**config.mk**
```make
export PLATFORM = sky130hd
export DESIGN_NAME = conv_ctrl
export DESIGN_NICKNAME = d
export VERILOG_FILES = /design/src/rtl/conv_ctrl_pkg.sv /design/src/rtl/conv_ctrl.sv
export SDC_FILE = /design/constraint.sdc
export NUM_CORES = 1
export LEC_CHECK = 0
export BUFFER_PORTS_ARGS = -buffer_cell sky130_fd_sc_hd__buf_4
export CAP_MARGIN = 40
export CORE_AREA = 5 5 145 147
export DETAILED_ROUTE_END_ITERATION = 6
export DIE_AREA = 0 0 150 152
export HOLD_SLACK_MARGIN = 0.02
export PLACE_DENSITY_LB_ADDON = 0.12
export SLEW_MARGIN = 20
export SYNTH_ARGS = -nofsm -noshare
export SYNTH_HDL_FRONTEND = slang
export SYNTH_SLANG_ARGS = --single-unit
```
**constraint.sdc**
```tcl
create_clock -name pclk -period 5.8 [get_ports pclk]
set_clock_uncertainty 0.1 [all_clocks]
set_input_delay 0.58 -clock pclk [delete_from_list [all_inputs] [get_ports pclk]]
set_output_delay 0.58 -clock pclk [all_outputs]
set_load 0.03 [all_outputs]
```
**src/rtl/conv_ctrl_pkg.sv**
```systemverilog
// constants shared by the conversion control block
// assumes a 25 MHz pclk that also serves as the converter master clock
// Contract
// phase bit 0 linear, 1 minimum phase
// last stage first-order recursive high-pass
// corner coefficient held in register pair
// all rates derived from master clock
// sync by pin or command, two modes
// pulse sync restarts, clears, holds ready high
// resync after sync rise or eighth sclk
// continuous: ready toggles, output low 63 periods
// sync clock resyncs only on period mismatch
// every resync restarts filter, 63-reading gap
// first sync edge in continuous mode resyncs
// host holds sync high/low two clocks
// first data after fixed latency formula
// reset pin low holds device in reset
// reset command acts after eighth sclk
// reset loads defaults, resyncs next edge
// powerdown by pin or standby command
// powerdown pin disables and resets registers
// standby keeps serial port and registers
// wake-up latency is data latency minus two
// pins sampled on pclk, sync edges compared
package conv_ctrl_pkg;
  // ----------------------------------------
  // register map
  // ----------------------------------------
  localparam logic [11:0] off_ctrl    = 12'h000;
  localparam logic [11:0] off_hpf_lo  = 12'h004;
  localparam logic [11:0] off_hpf_hi  = 12'h008;
  localparam logic [11:0] off_status  = 12'h00c;
  localparam int          ctrl_phase  = 0;
  localparam int          ctrl_cont   = 1;
  localparam int          ctrl_dr_lsb = 2;
  localparam int          ctrl_hpf_en = 5;
  localparam int          ctrl_width  = 6;
  localparam logic [5:0]  ctrl_reset  = 6'h08;
  localparam logic [7:0]  hpf_lo_reset = 8'h32;
  localparam logic [7:0]  hpf_hi_reset = 8'h03;
  localparam logic [4:0]  pins_idle    = 5'h06;
  // ----------------------------------------
  // serial command opcodes (arbitrary values)
  // ----------------------------------------
  localparam logic [7:0]  op_wakeup   = 8'h02;
  localparam logic [7:0]  op_standby  = 8'h04;
  localparam logic [7:0]  op_sync     = 8'h08;
  localparam logic [7:0]  op_reset    = 8'h06;
  // ----------------------------------------
  // timing, in master clock periods; read_gap in output periods
  // ----------------------------------------
  localparam int          base_period = 16384;
  localparam int          lat_num     = 16123;
  localparam int          lat_shift   = 8;
  localparam int          lat_clk     = 468;
  localparam int          wake_adj    = 2;
  localparam int          read_gap    = 63;
  localparam int          data_ready_n_high   = 4;
  localparam int          sync_min_w  = 2;
  localparam int          rst_min_w   = 2;
endpackage

```
**src/rtl/conv_ctrl.sv**
```systemverilog
// conversion control: sync, reset, power-down and filter settings
// assumes pins and serial clock arrive asynchronous to pclk
module conv_ctrl #(
  parameter int base_period = conv_ctrl_pkg::base_period,
  parameter int lat_num     = conv_ctrl_pkg::lat_num
) (
  input  wire logic        pclk,
  input  wire logic        presetn,
  input  wire logic        psel,
  input  wire logic        penable,
  input  wire logic        pwrite,
  input  wire logic [11:0] paddr,
  input  wire logic [31:0] pwdata,
  output logic [31:0]      prdata,
  output logic             pready,
  output logic             pslverr,
  input  wire logic        sync_pin,
  input  wire logic        reset_pin_n,
  input  wire logic        powerdown_n,
  input  wire logic        sclk,
  input  wire logic        din,
  output logic             data_ready_n,
  output logic             dout_hold_low,
  output logic             filter_clear,
  output logic             circuit_enable,
  output logic             fir_phase_select,
  output logic             highpass_enable,
  output logic [15:0]      highpass_coefficient,
  output logic [2:0]       data_rate
);
  // ----------------------------------------
  // pin synchronisers
  // ----------------------------------------
  logic [4:0]  meta_ff;
  logic [4:0]  pins_ff;
  logic        sync_prev_ff;
  logic        sclk_prev_ff;
  // bit order: din, sclk, powerdown, reset, sync; idle levels come out of reset
  wire  [4:0]  pins_raw = {din, sclk, powerdown_n, reset_pin_n, sync_pin};

  genvar g;
  generate
    for (g = 0; g < 5; g = g + 1)
    begin : g_pin
      // two flops per pin; only the second one is read by logic
      always_ff @(posedge pclk or negedge presetn)
      begin
        if (!presetn)
        begin
          meta_ff[g] <= conv_ctrl_pkg::pins_idle[g];
          pins_ff[g] <= conv_ctrl_pkg::pins_idle[g];
        end
        else
        begin
          meta_ff[g] <= pins_raw[g];
          pins_ff[g] <= meta_ff[g];
        end
      end
    end
  endgenerate

  always_ff @(posedge pclk or negedge presetn)
  begin
    if (!presetn)
    begin
      sync_prev_ff <= 1'b0;
      sclk_prev_ff <= 1'b0;
    end
    else
    begin
      sync_prev_ff <= pins_ff[0];
      sclk_prev_ff <= pins_ff[3];
    end
  end

  wire sync_rise  = pins_ff[0] & ~sync_prev_ff;
  wire sclk_rise  = pins_ff[3] & ~sclk_prev_ff;
  wire pin_rst    = ~pins_ff[1];
  wire pin_pd     = ~pins_ff[2];
  wire hold_reset = pin_rst | pin_pd;

  // ----------------------------------------
  // serial command shifter
  // ----------------------------------------
  // kept alive in standby so a wake-up can still arrive
  logic [6:0]  shift_ff;
  logic [2:0]  bitcnt_ff;
  wire         cmd_fire    = sclk_rise & (bitcnt_ff == 3'h7) & ~hold_reset;
  wire  [7:0]  opcode      = {shift_ff, pins_ff[4]};
  wire         cmd_sync    = cmd_fire & (opcode == conv_ctrl_pkg::op_sync);
  wire         cmd_reset   = cmd_fire & (opcode == conv_ctrl_pkg::op_reset);
  wire         cmd_standby = cmd_fire & (opcode == conv_ctrl_pkg::op_standby);
  wire         cmd_wakeup  = cmd_fire & (opcode == conv_ctrl_pkg::op_wakeup);

  always_ff @(posedge pclk or negedge presetn)
  begin
    if (!presetn)
    begin
      shift_ff  <= 7'h00;
      bitcnt_ff <= 3'h0;
    end
    else if (hold_reset)
    begin
      shift_ff  <= 7'h00;
      bitcnt_ff <= 3'h0;
    end
    else if (sclk_rise)
    begin
      shift_ff  <= opcode[6:0];
      bitcnt_ff <= bitcnt_ff + 3'h1;
    end
  end

  // ----------------------------------------
  // configuration registers and apb slave
  // ----------------------------------------
  logic [5:0]  ctrl_ff;
  logic [7:0]  hpf_lo_ff;
  logic [7:0]  hpf_hi_ff;
  logic [31:0] prdata_ff;
  logic        standby_ff;
  logic        resync_req_ff;
  logic        armed_ff;
  logic [7:0]  resync_cnt_ff;

  wire defaults_now = hold_reset | cmd_reset;
  wire sel_ctrl   = paddr == conv_ctrl_pkg::off_ctrl;
  wire sel_hpf_lo = paddr == conv_ctrl_pkg::off_hpf_lo;
  wire sel_hpf_hi = paddr == conv_ctrl_pkg::off_hpf_hi;
  wire sel_status = paddr == conv_ctrl_pkg::off_status;
  wire mapped     = sel_ctrl | sel_hpf_lo | sel_hpf_hi | sel_status;
  wire wr_en      = psel & penable & pwrite & mapped;
  wire setup_ph   = psel & ~penable;
  wire cont_mode  = ctrl_ff[conv_ctrl_pkg::ctrl_cont];
  wire [2:0] dr   = ctrl_ff[conv_ctrl_pkg::ctrl_dr_lsb +: 3];

  logic [31:0] status_word;
  logic [31:0] rd_mux;
  assign status_word = {19'h00000, standby_ff, pin_pd, dout_hold_low, data_ready_n,
                        1'b0, resync_cnt_ff};
  assign rd_mux = sel_ctrl   ? {26'h0000000, ctrl_ff} :
                  sel_hpf_lo ? {24'h000000, hpf_lo_ff} :
                  sel_hpf_hi ? {24'h000000, hpf_hi_ff} :
                  sel_status ? status_word : 32'h00000000;
  assign pready  = penable;
  assign pslverr = psel & penable & ~mapped;
  assign prdata  = prdata_ff;

  always_ff @(posedge pclk or negedge presetn)
  begin
    if (!presetn)
      prdata_ff <= 32'h00000000;
    else if (setup_ph)
      prdata_ff <= rd_mux;
  end

  always_ff @(posedge pclk or negedge presetn)
  begin
    if (!presetn)
    begin
      ctrl_ff   <= conv_ctrl_pkg::ctrl_reset;
      hpf_lo_ff <= conv_ctrl_pkg::hpf_lo_reset;
      hpf_hi_ff <= conv_ctrl_pkg::hpf_hi_reset;
    end
    else if (defaults_now)
    begin
      ctrl_ff   <= conv_ctrl_pkg::ctrl_reset;
      hpf_lo_ff <= conv_ctrl_pkg::hpf_lo_reset;
      hpf_hi_ff <= conv_ctrl_pkg::hpf_hi_reset;
    end
    else if (wr_en)
    begin
      if (sel_ctrl)
        ctrl_ff <= pwdata[conv_ctrl_pkg::ctrl_width-1:0];
      if (sel_hpf_lo)
        hpf_lo_ff <= pwdata[7:0];
      if (sel_hpf_hi)
        hpf_hi_ff <= pwdata[7:0];
    end
  end

  // ----------------------------------------
  // timing derived from the master clock
  // ----------------------------------------
  wire [31:0] period  = 32'(base_period) >> dr;
  wire [31:0] per_lim = period - 32'h1;
  wire [31:0] latency = 32'(lat_num) * (period >> conv_ctrl_pkg::lat_shift)
                        + 32'(conv_ctrl_pkg::lat_clk);
  wire [31:0] wake_lat = latency - 32'(conv_ctrl_pkg::wake_adj);

  // ----------------------------------------
  // sync decision
  // ----------------------------------------
  logic [31:0] cnt_ff;
  logic [31:0] settle_ff;
  logic [5:0]  gap_ff;

  wire run      = ~hold_reset & ~standby_ff;
  // a sync clock whose edges land on a period boundary finds the counter at 0
  wire aligned  = cnt_ff == 32'h0;
  wire pin_sync = sync_rise & (~cont_mode | armed_ff | ~aligned);
  // a wake-up restarts in its own cycle; going through the request flop costs a clock
  wire resync   = ~defaults_now & (pin_sync | cmd_sync | cmd_wakeup | resync_req_ff);
  wire settle_end = ~cont_mode & (settle_ff == 32'h1);
  wire period_end = run & (cnt_ff == per_lim);

  always_ff @(posedge pclk or negedge presetn)
  begin
    if (!presetn)
    begin
      standby_ff    <= 1'b0;
      resync_req_ff <= 1'b1;
      armed_ff      <= 1'b1;
      resync_cnt_ff <= 8'h00;
    end
    else
    begin
      if (defaults_now | cmd_wakeup)
        standby_ff <= 1'b0;
      else if (cmd_standby)
        standby_ff <= 1'b1;
      resync_req_ff <= defaults_now;
      if (~cont_mode)
        armed_ff <= 1'b1;
      else if (sync_rise)
        armed_ff <= 1'b0;
      if (resync)
        resync_cnt_ff <= resync_cnt_ff + 8'h01;
    end
  end

  // ----------------------------------------
  // conversion timing
  // ----------------------------------------
  logic [31:0] nxt_cnt;
  logic [31:0] nxt_settle;
  logic [5:0]  nxt_gap;

  always_comb
  begin
    nxt_cnt = cnt_ff + 32'h1;
    if (~run | resync | period_end | (settle_end & run))
      nxt_cnt = 32'h0;
    nxt_settle = settle_ff;
    if (resync)
      nxt_settle = cmd_wakeup ? wake_lat : latency;
    else if (run & (settle_ff != 32'h0))
      nxt_settle = settle_ff - 32'h1;
    nxt_gap = gap_ff;
    if (resync)
      nxt_gap = 6'(conv_ctrl_pkg::read_gap);
    else if (period_end & (gap_ff != 6'h00))
      nxt_gap = gap_ff - 6'h01;
  end

  always_ff @(posedge pclk or negedge presetn)
  begin
    if (!presetn)
    begin
      cnt_ff    <= 32'h0;
      settle_ff <= 32'h0;
      gap_ff    <= 6'h00;
    end
    else
    begin
      cnt_ff    <= nxt_cnt;
      settle_ff <= nxt_settle;
      gap_ff    <= nxt_gap;
    end
  end

  // ----------------------------------------
  // outputs
  // ----------------------------------------
  // ready pulses high for a few clocks while a new word is loaded
  wire upd_win   = cnt_ff >= (period - 32'(conv_ctrl_pkg::data_ready_n_high));
  wire pulse_hold = ~cont_mode & (settle_ff != 32'h0);
  // continuous mode keeps the ready rhythm; a resync only moves its phase
  wire nxt_data_ready_n_n = ~run | (resync & ~cont_mode) | pulse_hold | upd_win;
  wire nxt_hold   = cont_mode ? (gap_ff != 6'h00) : (settle_ff != 32'h0);

  always_ff @(posedge pclk or negedge presetn)
  begin
    if (!presetn)
    begin
      data_ready_n   <= 1'b1;
      dout_hold_low  <= 1'b1;
      filter_clear   <= 1'b0;
      circuit_enable <= 1'b0;
    end
    else
    begin
      data_ready_n   <= nxt_data_ready_n_n;
      dout_hold_low  <= nxt_hold | ~run;
      filter_clear   <= resync | defaults_now;
      circuit_enable <= ~pin_pd & ~standby_ff;
    end
  end

  // settings handed to the filter datapath, which lives elsewhere
  assign fir_phase_select     = ctrl_ff[conv_ctrl_pkg::ctrl_phase];
  assign highpass_enable      = ctrl_ff[conv_ctrl_pkg::ctrl_hpf_en];
  assign highpass_coefficient = {hpf_hi_ff, hpf_lo_ff};
  assign data_rate            = dr;
endmodule

```
=== After elaboration in Yosys (flattened, before gate mapping) ===
Cells that the tools add are included.

* Output and inout bits: 59
* Memory bits (read-only): 0
* Memories kept: 0
* Bits in writable memories: 0
* Bits in registers: 161
* Bits in latches: 0

* Reduce and logical (&&, ||, !) cells: 15
* Equal/unequal tests: 11
* Multipliers: 1
* $add $sub $neg: 9
* Magnitude comparators: 1
* Shift operators: 1
* Divide/modulo/power cells: 0
* Bitwise gates (word level): 55
* Muxes and demuxes: 28

{| class="wikitable"
|+ Operators with widths
! cell !! count
|-
| $mux 32 || 4
|-
| $sub 32x1->32 const B || 2
|-
| $mux 13 || 4
|-
| $mux 8 || 6
|-
| $add 32x1->32 const B || 1
|-
| $add 32x9->32 const B || 1
|-
| $eq 32x1->1 const B || 1
|-
| $eq 32x32->1 || 1
|-
| $ge 32x32->1 || 1
|-
| $logic_not 32->1 || 1
|-
| $mul 14x24->32 const A || 1
|-
| $reduce_bool 32->1 || 1
|-
| $shr 15x3->32 const A || 1
|-
| $sub 32x2->32 const B || 1
|-
| $sub 32x3->32 const B || 1
|-
| $mux 6 || 5
|-
| $and 1x1->1 || 24
|-
| $eq 12x4->1 const B || 2
|-
| $or 1x1->1 || 19
|-
| $eq 8x3->1 const B || 2
|-
| $reduce_bool 2->1 || 8
|-
| $mux 7 || 2
|-
| $eq 12x3->1 const B || 1
|-
| $logic_not 12->1 || 1
|-
| 12 further kinds || 30
|}

=== Depth between registers and ports, before layout ===
* Depth after elaboration: 13
* Gate-level depth with buffers: 25
* Mapped depth without buffers: 21

=== Worst setup path before layout ===
Ideal clock, no wire load.

* Path type: flip-flop to flip-flop
* From: register ctrl_ff[4]
* To: register settle_ff[21]
* Stages on the path, launching flop included: 21
* Setup slack: -0.575 ns
* Setup time: 0.136 ns
* Clock period less this slack: 6.375 ns
* Buffers on the path: 3
* Arrival time: 6.139 ns
* Path through: dfrtp_1 -> buf_2 -> inv_1 -> clkbuf_1 -> and2_1 -> clkbuf_1 -> fa_1 -> fa_1 -> ha_1 -> fa_1 -> fa_1 -> ha_1 -> ha_1 -> nand2_1 -> or4_1 -> a31oi_2 -> o21ba_2 -> o21ai_0 -> a2111oi_4 -> and3_2 -> o31ai_2

* Cells in the longest elaborated chain, start to end: 6

{| class="wikitable"
|+ RTL lines
! what !! RTL line !! RTL
|-
| start: declaration || conv_ctrl.sv:117 || <nowiki>logic [5:0] ctrl_ff;</nowiki>
|-
| start signal: assignment || conv_ctrl.sv:161 || <nowiki>ctrl_ff <= conv_ctrl_pkg::ctrl_reset;</nowiki>
|-
| start signal: assignment || conv_ctrl.sv:167 || <nowiki>ctrl_ff <= conv_ctrl_pkg::ctrl_reset;</nowiki>
|-
| start signal: assignment || conv_ctrl.sv:174 || <nowiki>ctrl_ff <= pwdata[conv_ctrl_pkg::ctrl_width-1:0];</nowiki>
|-
| $shr 15x3->32 (*) || conv_ctrl.sv:185 || <nowiki>wire [31:0] period = 32'(base_period) >> dr;</nowiki>
|-
| $mul 14x24->32 (*) || conv_ctrl.sv:187 || <nowiki>wire [31:0] latency = 32'(lat_num) * (period >> conv_ctrl_pkg::lat_shift)</nowiki>
|-
| $add 32x9->32 (*) || conv_ctrl.sv:188 || <nowiki>+ 32'(conv_ctrl_pkg::lat_clk);</nowiki>
|-
| $sub 32x2->32 || conv_ctrl.sv:189 || <nowiki>wire [31:0] wake_lat = latency - 32'(conv_ctrl_pkg::wake_adj);</nowiki>
|-
| $mux 32 (*) || conv_ctrl.sv:246 || <nowiki>nxt_settle = cmd_wakeup ? wake_lat : latency;</nowiki>
|-
| $mux 32 (*) || conv_ctrl.sv:245 || <nowiki>if (resync)</nowiki>
|-
| end signal: assignment || conv_ctrl.sv:267 || <nowiki>settle_ff <= nxt_settle;</nowiki>
|-
| end: declaration || conv_ctrl.sv:195 || <nowiki>logic [31:0] settle_ff;</nowiki>
|}

Every way passes the cells marked *; elsewhere a longest branch is shown, timed or not.
A chain may end at the register's enable or synchronous reset.

=== Final worst setup path ===
* From: register ctrl_ff[3]
* To: register settle_ff[21]

The elaborated chain is that of the path after synthesis.

==> impl_metrics.toml <==
[status]
status = "finished clean"

[final_layout]
ff_latch_area_sq_um = 3550
nNetsFinal = 1433
layout_commonest_cell = "buf_4"
diodes = 0
multi_input_area_sq_um = 6880
drive_gt1_frac = 0.242
final_cell_mix = "149 x buf_4, 129 x nand2_1, 126 x dfrtp_1, 84 x nor2_1, 73 x ha_1"
area_delta_synth_final_pct = 24.3
num-fill-cells = 1655

[yosys]
synth-compound-area-share = 0.107
yosysSeqAreaShare = 0.343
ys_ff_latch = 141
synth_simple_gate_area_share = 0.210
ys.flop_type = "dfrtp_1"
syn_avg_cell_area_sq_um = 9.34
synth_xor_area_frac = 0.0788
synth_top_family_by_area = "simple AND/OR/NAND/NOR gates"
ys_types = 86
yosysWarnings = 0
synth_edf_count = 0
netlist_instances = 1107
syn_area_sq_um = 10300
synthAdderAreaFrac = 0.172
synthMuxAreaShare = 0.0317
async_reset_ff_frac = 1.00

[route]
drtAntennaViolNets = 0
totalWireLength_mm = 25.1
drtPass1Iterations = 5
drc = 0
wl_per_cell_um = 16.3
dr_total_vias = 8347
drt-initial-drc-count = 451
routed_via_density = 5.43

[floorplanning]
dieArea_sq_um = 22800
start_util = 0.523
die_w_um = 150
num_io_pins = 113
coreArea_sq_um = 19800
rows = 52
die_h_um = 152

[timing]
finalMaxSlewViolations = 0
slew_headroom = 0.439
setup_viol = 0
post-route-period-util = 0.988
fmax_ghz = 0.175
worst_slew_pin_slew_ns = 0.831
fin_hold_ws_ns = 0.162
hold_violations = 0
fin_tns_setup_ns = 0
min_period_ns = 5.73
grt_setup_unrepaired = "yes"

[clocking]
cts_buffers = 17
path_clk_slew_ns = 0.07
h-tree-depth = 4
clk_latency_ns = 0.42
clockBufferDepth = 2
cts_sinks = 141
cts_root_buffer = "clkbuf_16"
cts_tree = "done"

[worst_hold_path]
hp-class = "input port to flop"
hold_end = "meta_ff[3]"
whs_path_depth = 1
min_from = "sclk"

[critical_path]
start_kind = "flop"
worstReg2RegEnd = "settle_ff[21]"
rr_worst_depth = 19
end_kind = "flop"
r2r_slack_ns = 0.07
required_ns = 6.02
path_class = "flop to flop"
reg2reg_from = "ctrl_ff[3]"
cp.arrival_ns = 5.95
cp_max_fo = 7

[global_route]
antenna_found_initial = 0
grt.total_usage = 0.223
grt_pass1_vias = 8341
grt_max_degree = 55
overflow = 0
grt_pass1_wl_mm = 41.5

[pwr]
pwr-share-seq = 0.434
p_per_area_nw_per_um2 = 197
leakage_nw = 5.73
irDropWorstVdd_v = 0.000163
p_comb_frac = 0.162
p_int_w = 0.00182
p_switching_w = 0.000711
clkPwrFrac = 0.404
swShare = 0.281
power_w = 0.00253

[place]
finalWeightedCongestion = 0.904
portBuffers = 68
hpwl_mm = 18.9

[flow_run]
maxCapViolations = 0
-- cell usage after synthesis, drive strengths merged (11+ instances only) --
| master | n | area, sq um |
|---|---|---|
| nand2 | 133 | 499 |
| dfrtp | 127 | 3180 |
| ha | 96 | 1200 |
| nor2 | 89 | 334 |
| xnor2 | 63 | 552 |
| inv | 60 | 225 |
| a21oi | 45 | 225 |
| o21ai | 43 | 215 |
| nand3 | 36 | 180 |
| buf | 35 | 233 |
| clkbuf | 32 | 120 |
| xor2 | 30 | 263 |
| fa | 29 | 581 |
| nor4 | 27 | 196 |
| nor3 | 23 | 120 |
| nand4 | 20 | 125 |
| and3 | 19 | 120 |
| mux2i | 17 | 170 |
| and2 | 16 | 101 |
| dfstp | 14 | 368 |
| or3 | 14 | 97.6 |
| a31oi | 12 | 96.3 |
| nor2b | 11 | 76.3 |
-- layer usage --
| layer | up-vias | GRT usage | part of all wire |
|---|---|---|---|
| li1 | 4120 | - | - |
| met1 | 4033 | 0.307 | 0.46 |
| met2 | 161 | 0.361 | 0.49 |
| met3 | 33 | 0.0381 | 0.037 |
| met4 | 0 | 0.0654 | 0.018 |
| met5 | - | 0 | 0 |
-- per-stage QoR --
step	utilization	cells	instance area, sq um	setup WS, ns
floorplan	-	1138	10600	0.00424
global placement	0.589	1486	11600	0.000851
detailed placement	0.591	1489	11700	-0.112
CTS	0.626	1525	12400	0.00298
global route	0.649	1537	12800	-0.107
finish	0.649	1537	12800	0.0698
-- what timing repair did --
item / 4_1_cts / 5_1_grt
setup buffers: 3 / 13
hold buffers: 1 / 0
gates resized for setup: 23 / 61
endpoints found under the hold margin: 41 / 0
pin swaps: 16 / 51
endpoints found under the setup margin: 7 / 8
-- logic make-up after synthesis --
| logic type | after synthesis |
|---|---|
| flip-flops | 141 |
| multiplexers | 25 |
| AO/OA/AOI/OAI | 166 |
| buffers and inverters | 128 |
| other | 2 |
| AND/OR/NAND/NOR | 427 |
| adder cells (fa/ha/maj) | 125 |
| XOR/XNOR | 93 |
-- power by group through the flow --
stage | Clock, W | Combinational (W) | Sequential, W
2_1_floorplan | 0 | 0.000256 | 0.00110
3_3_place_gp | 0 | 0.000359 | 0.00111
3_5_place_dp | 0 | 0.000366 | 0.00111
4_1_cts | 0.00104 | 0.000381 | 0.00110
5_1_grt | 0.00109 | 0.000455 | 0.00111
6_report | 0.00102 | 0.000409 | 0.00110
-- layout make-up --
class                   instances  share of cell area
clock inverters                13             0.00925
repair buffers                164               0.101
inverters                      61              0.0178
well taps                     270              0.0263
clock buffers                  19              0.0337
flip-flops and latches        141               0.276
multi-input cells             869               0.535
-- flip-flops by register name, indices dropped and copies added, names as in the netlist --
signal,count
cnt_ff,32
resync_cnt_ff,8
ctrl_ff,6
hpf_lo_ff,8
dout_hold_low,1
opcode,1
hpf_hi_ff,8
circuit_enable,1
prdata,12
data_ready_n,1
standby_ff,1
armed_ff,1
gap_ff,6
sync_prev_ff,1
sclk_prev_ff,1
pins_ff,4
bitcnt_ff,3
meta_ff,5
filter_clear,1
shift_ff,7
resync_req_ff,1
settle_ff,32
-- critical path, cell delays in order, from the launching register on --
cell	delay, ns
dfstp_2	0.60
buf_6	0.16
inv_1	0.06
ha_2	0.20
ha_1	0.30
ha_1	0.32
ha_1	0.31
ha_1	0.29
fa_1	0.46
fa_1	0.51
ha_4	0.23
o211a_1	0.20
o31a_1	0.13
o41a_1	0.40
o21ba_4	0.25
or3_4	0.34
a2111oi_4	0.30
buf_4	0.20
a21oi_2	0.06
o31ai_2	0.20
-- worst max-delay path by stage --
stage,start,endpoint,slack [ns]
after floorplan,ctrl_ff[3],settle_ff[21],0.004
after global placement,ctrl_ff[3],settle_ff[21],0.0009
after detailed placement,ctrl_ff[3],settle_ff[29],-0.11
after CTS,ctrl_ff[3],settle_ff[21],0.003
after global routing,ctrl_ff[3],settle_ff[21],-0.11
final,ctrl_ff[3],settle_ff[21],0.07
Note: power is estimated with default switching activity, not from simulation.
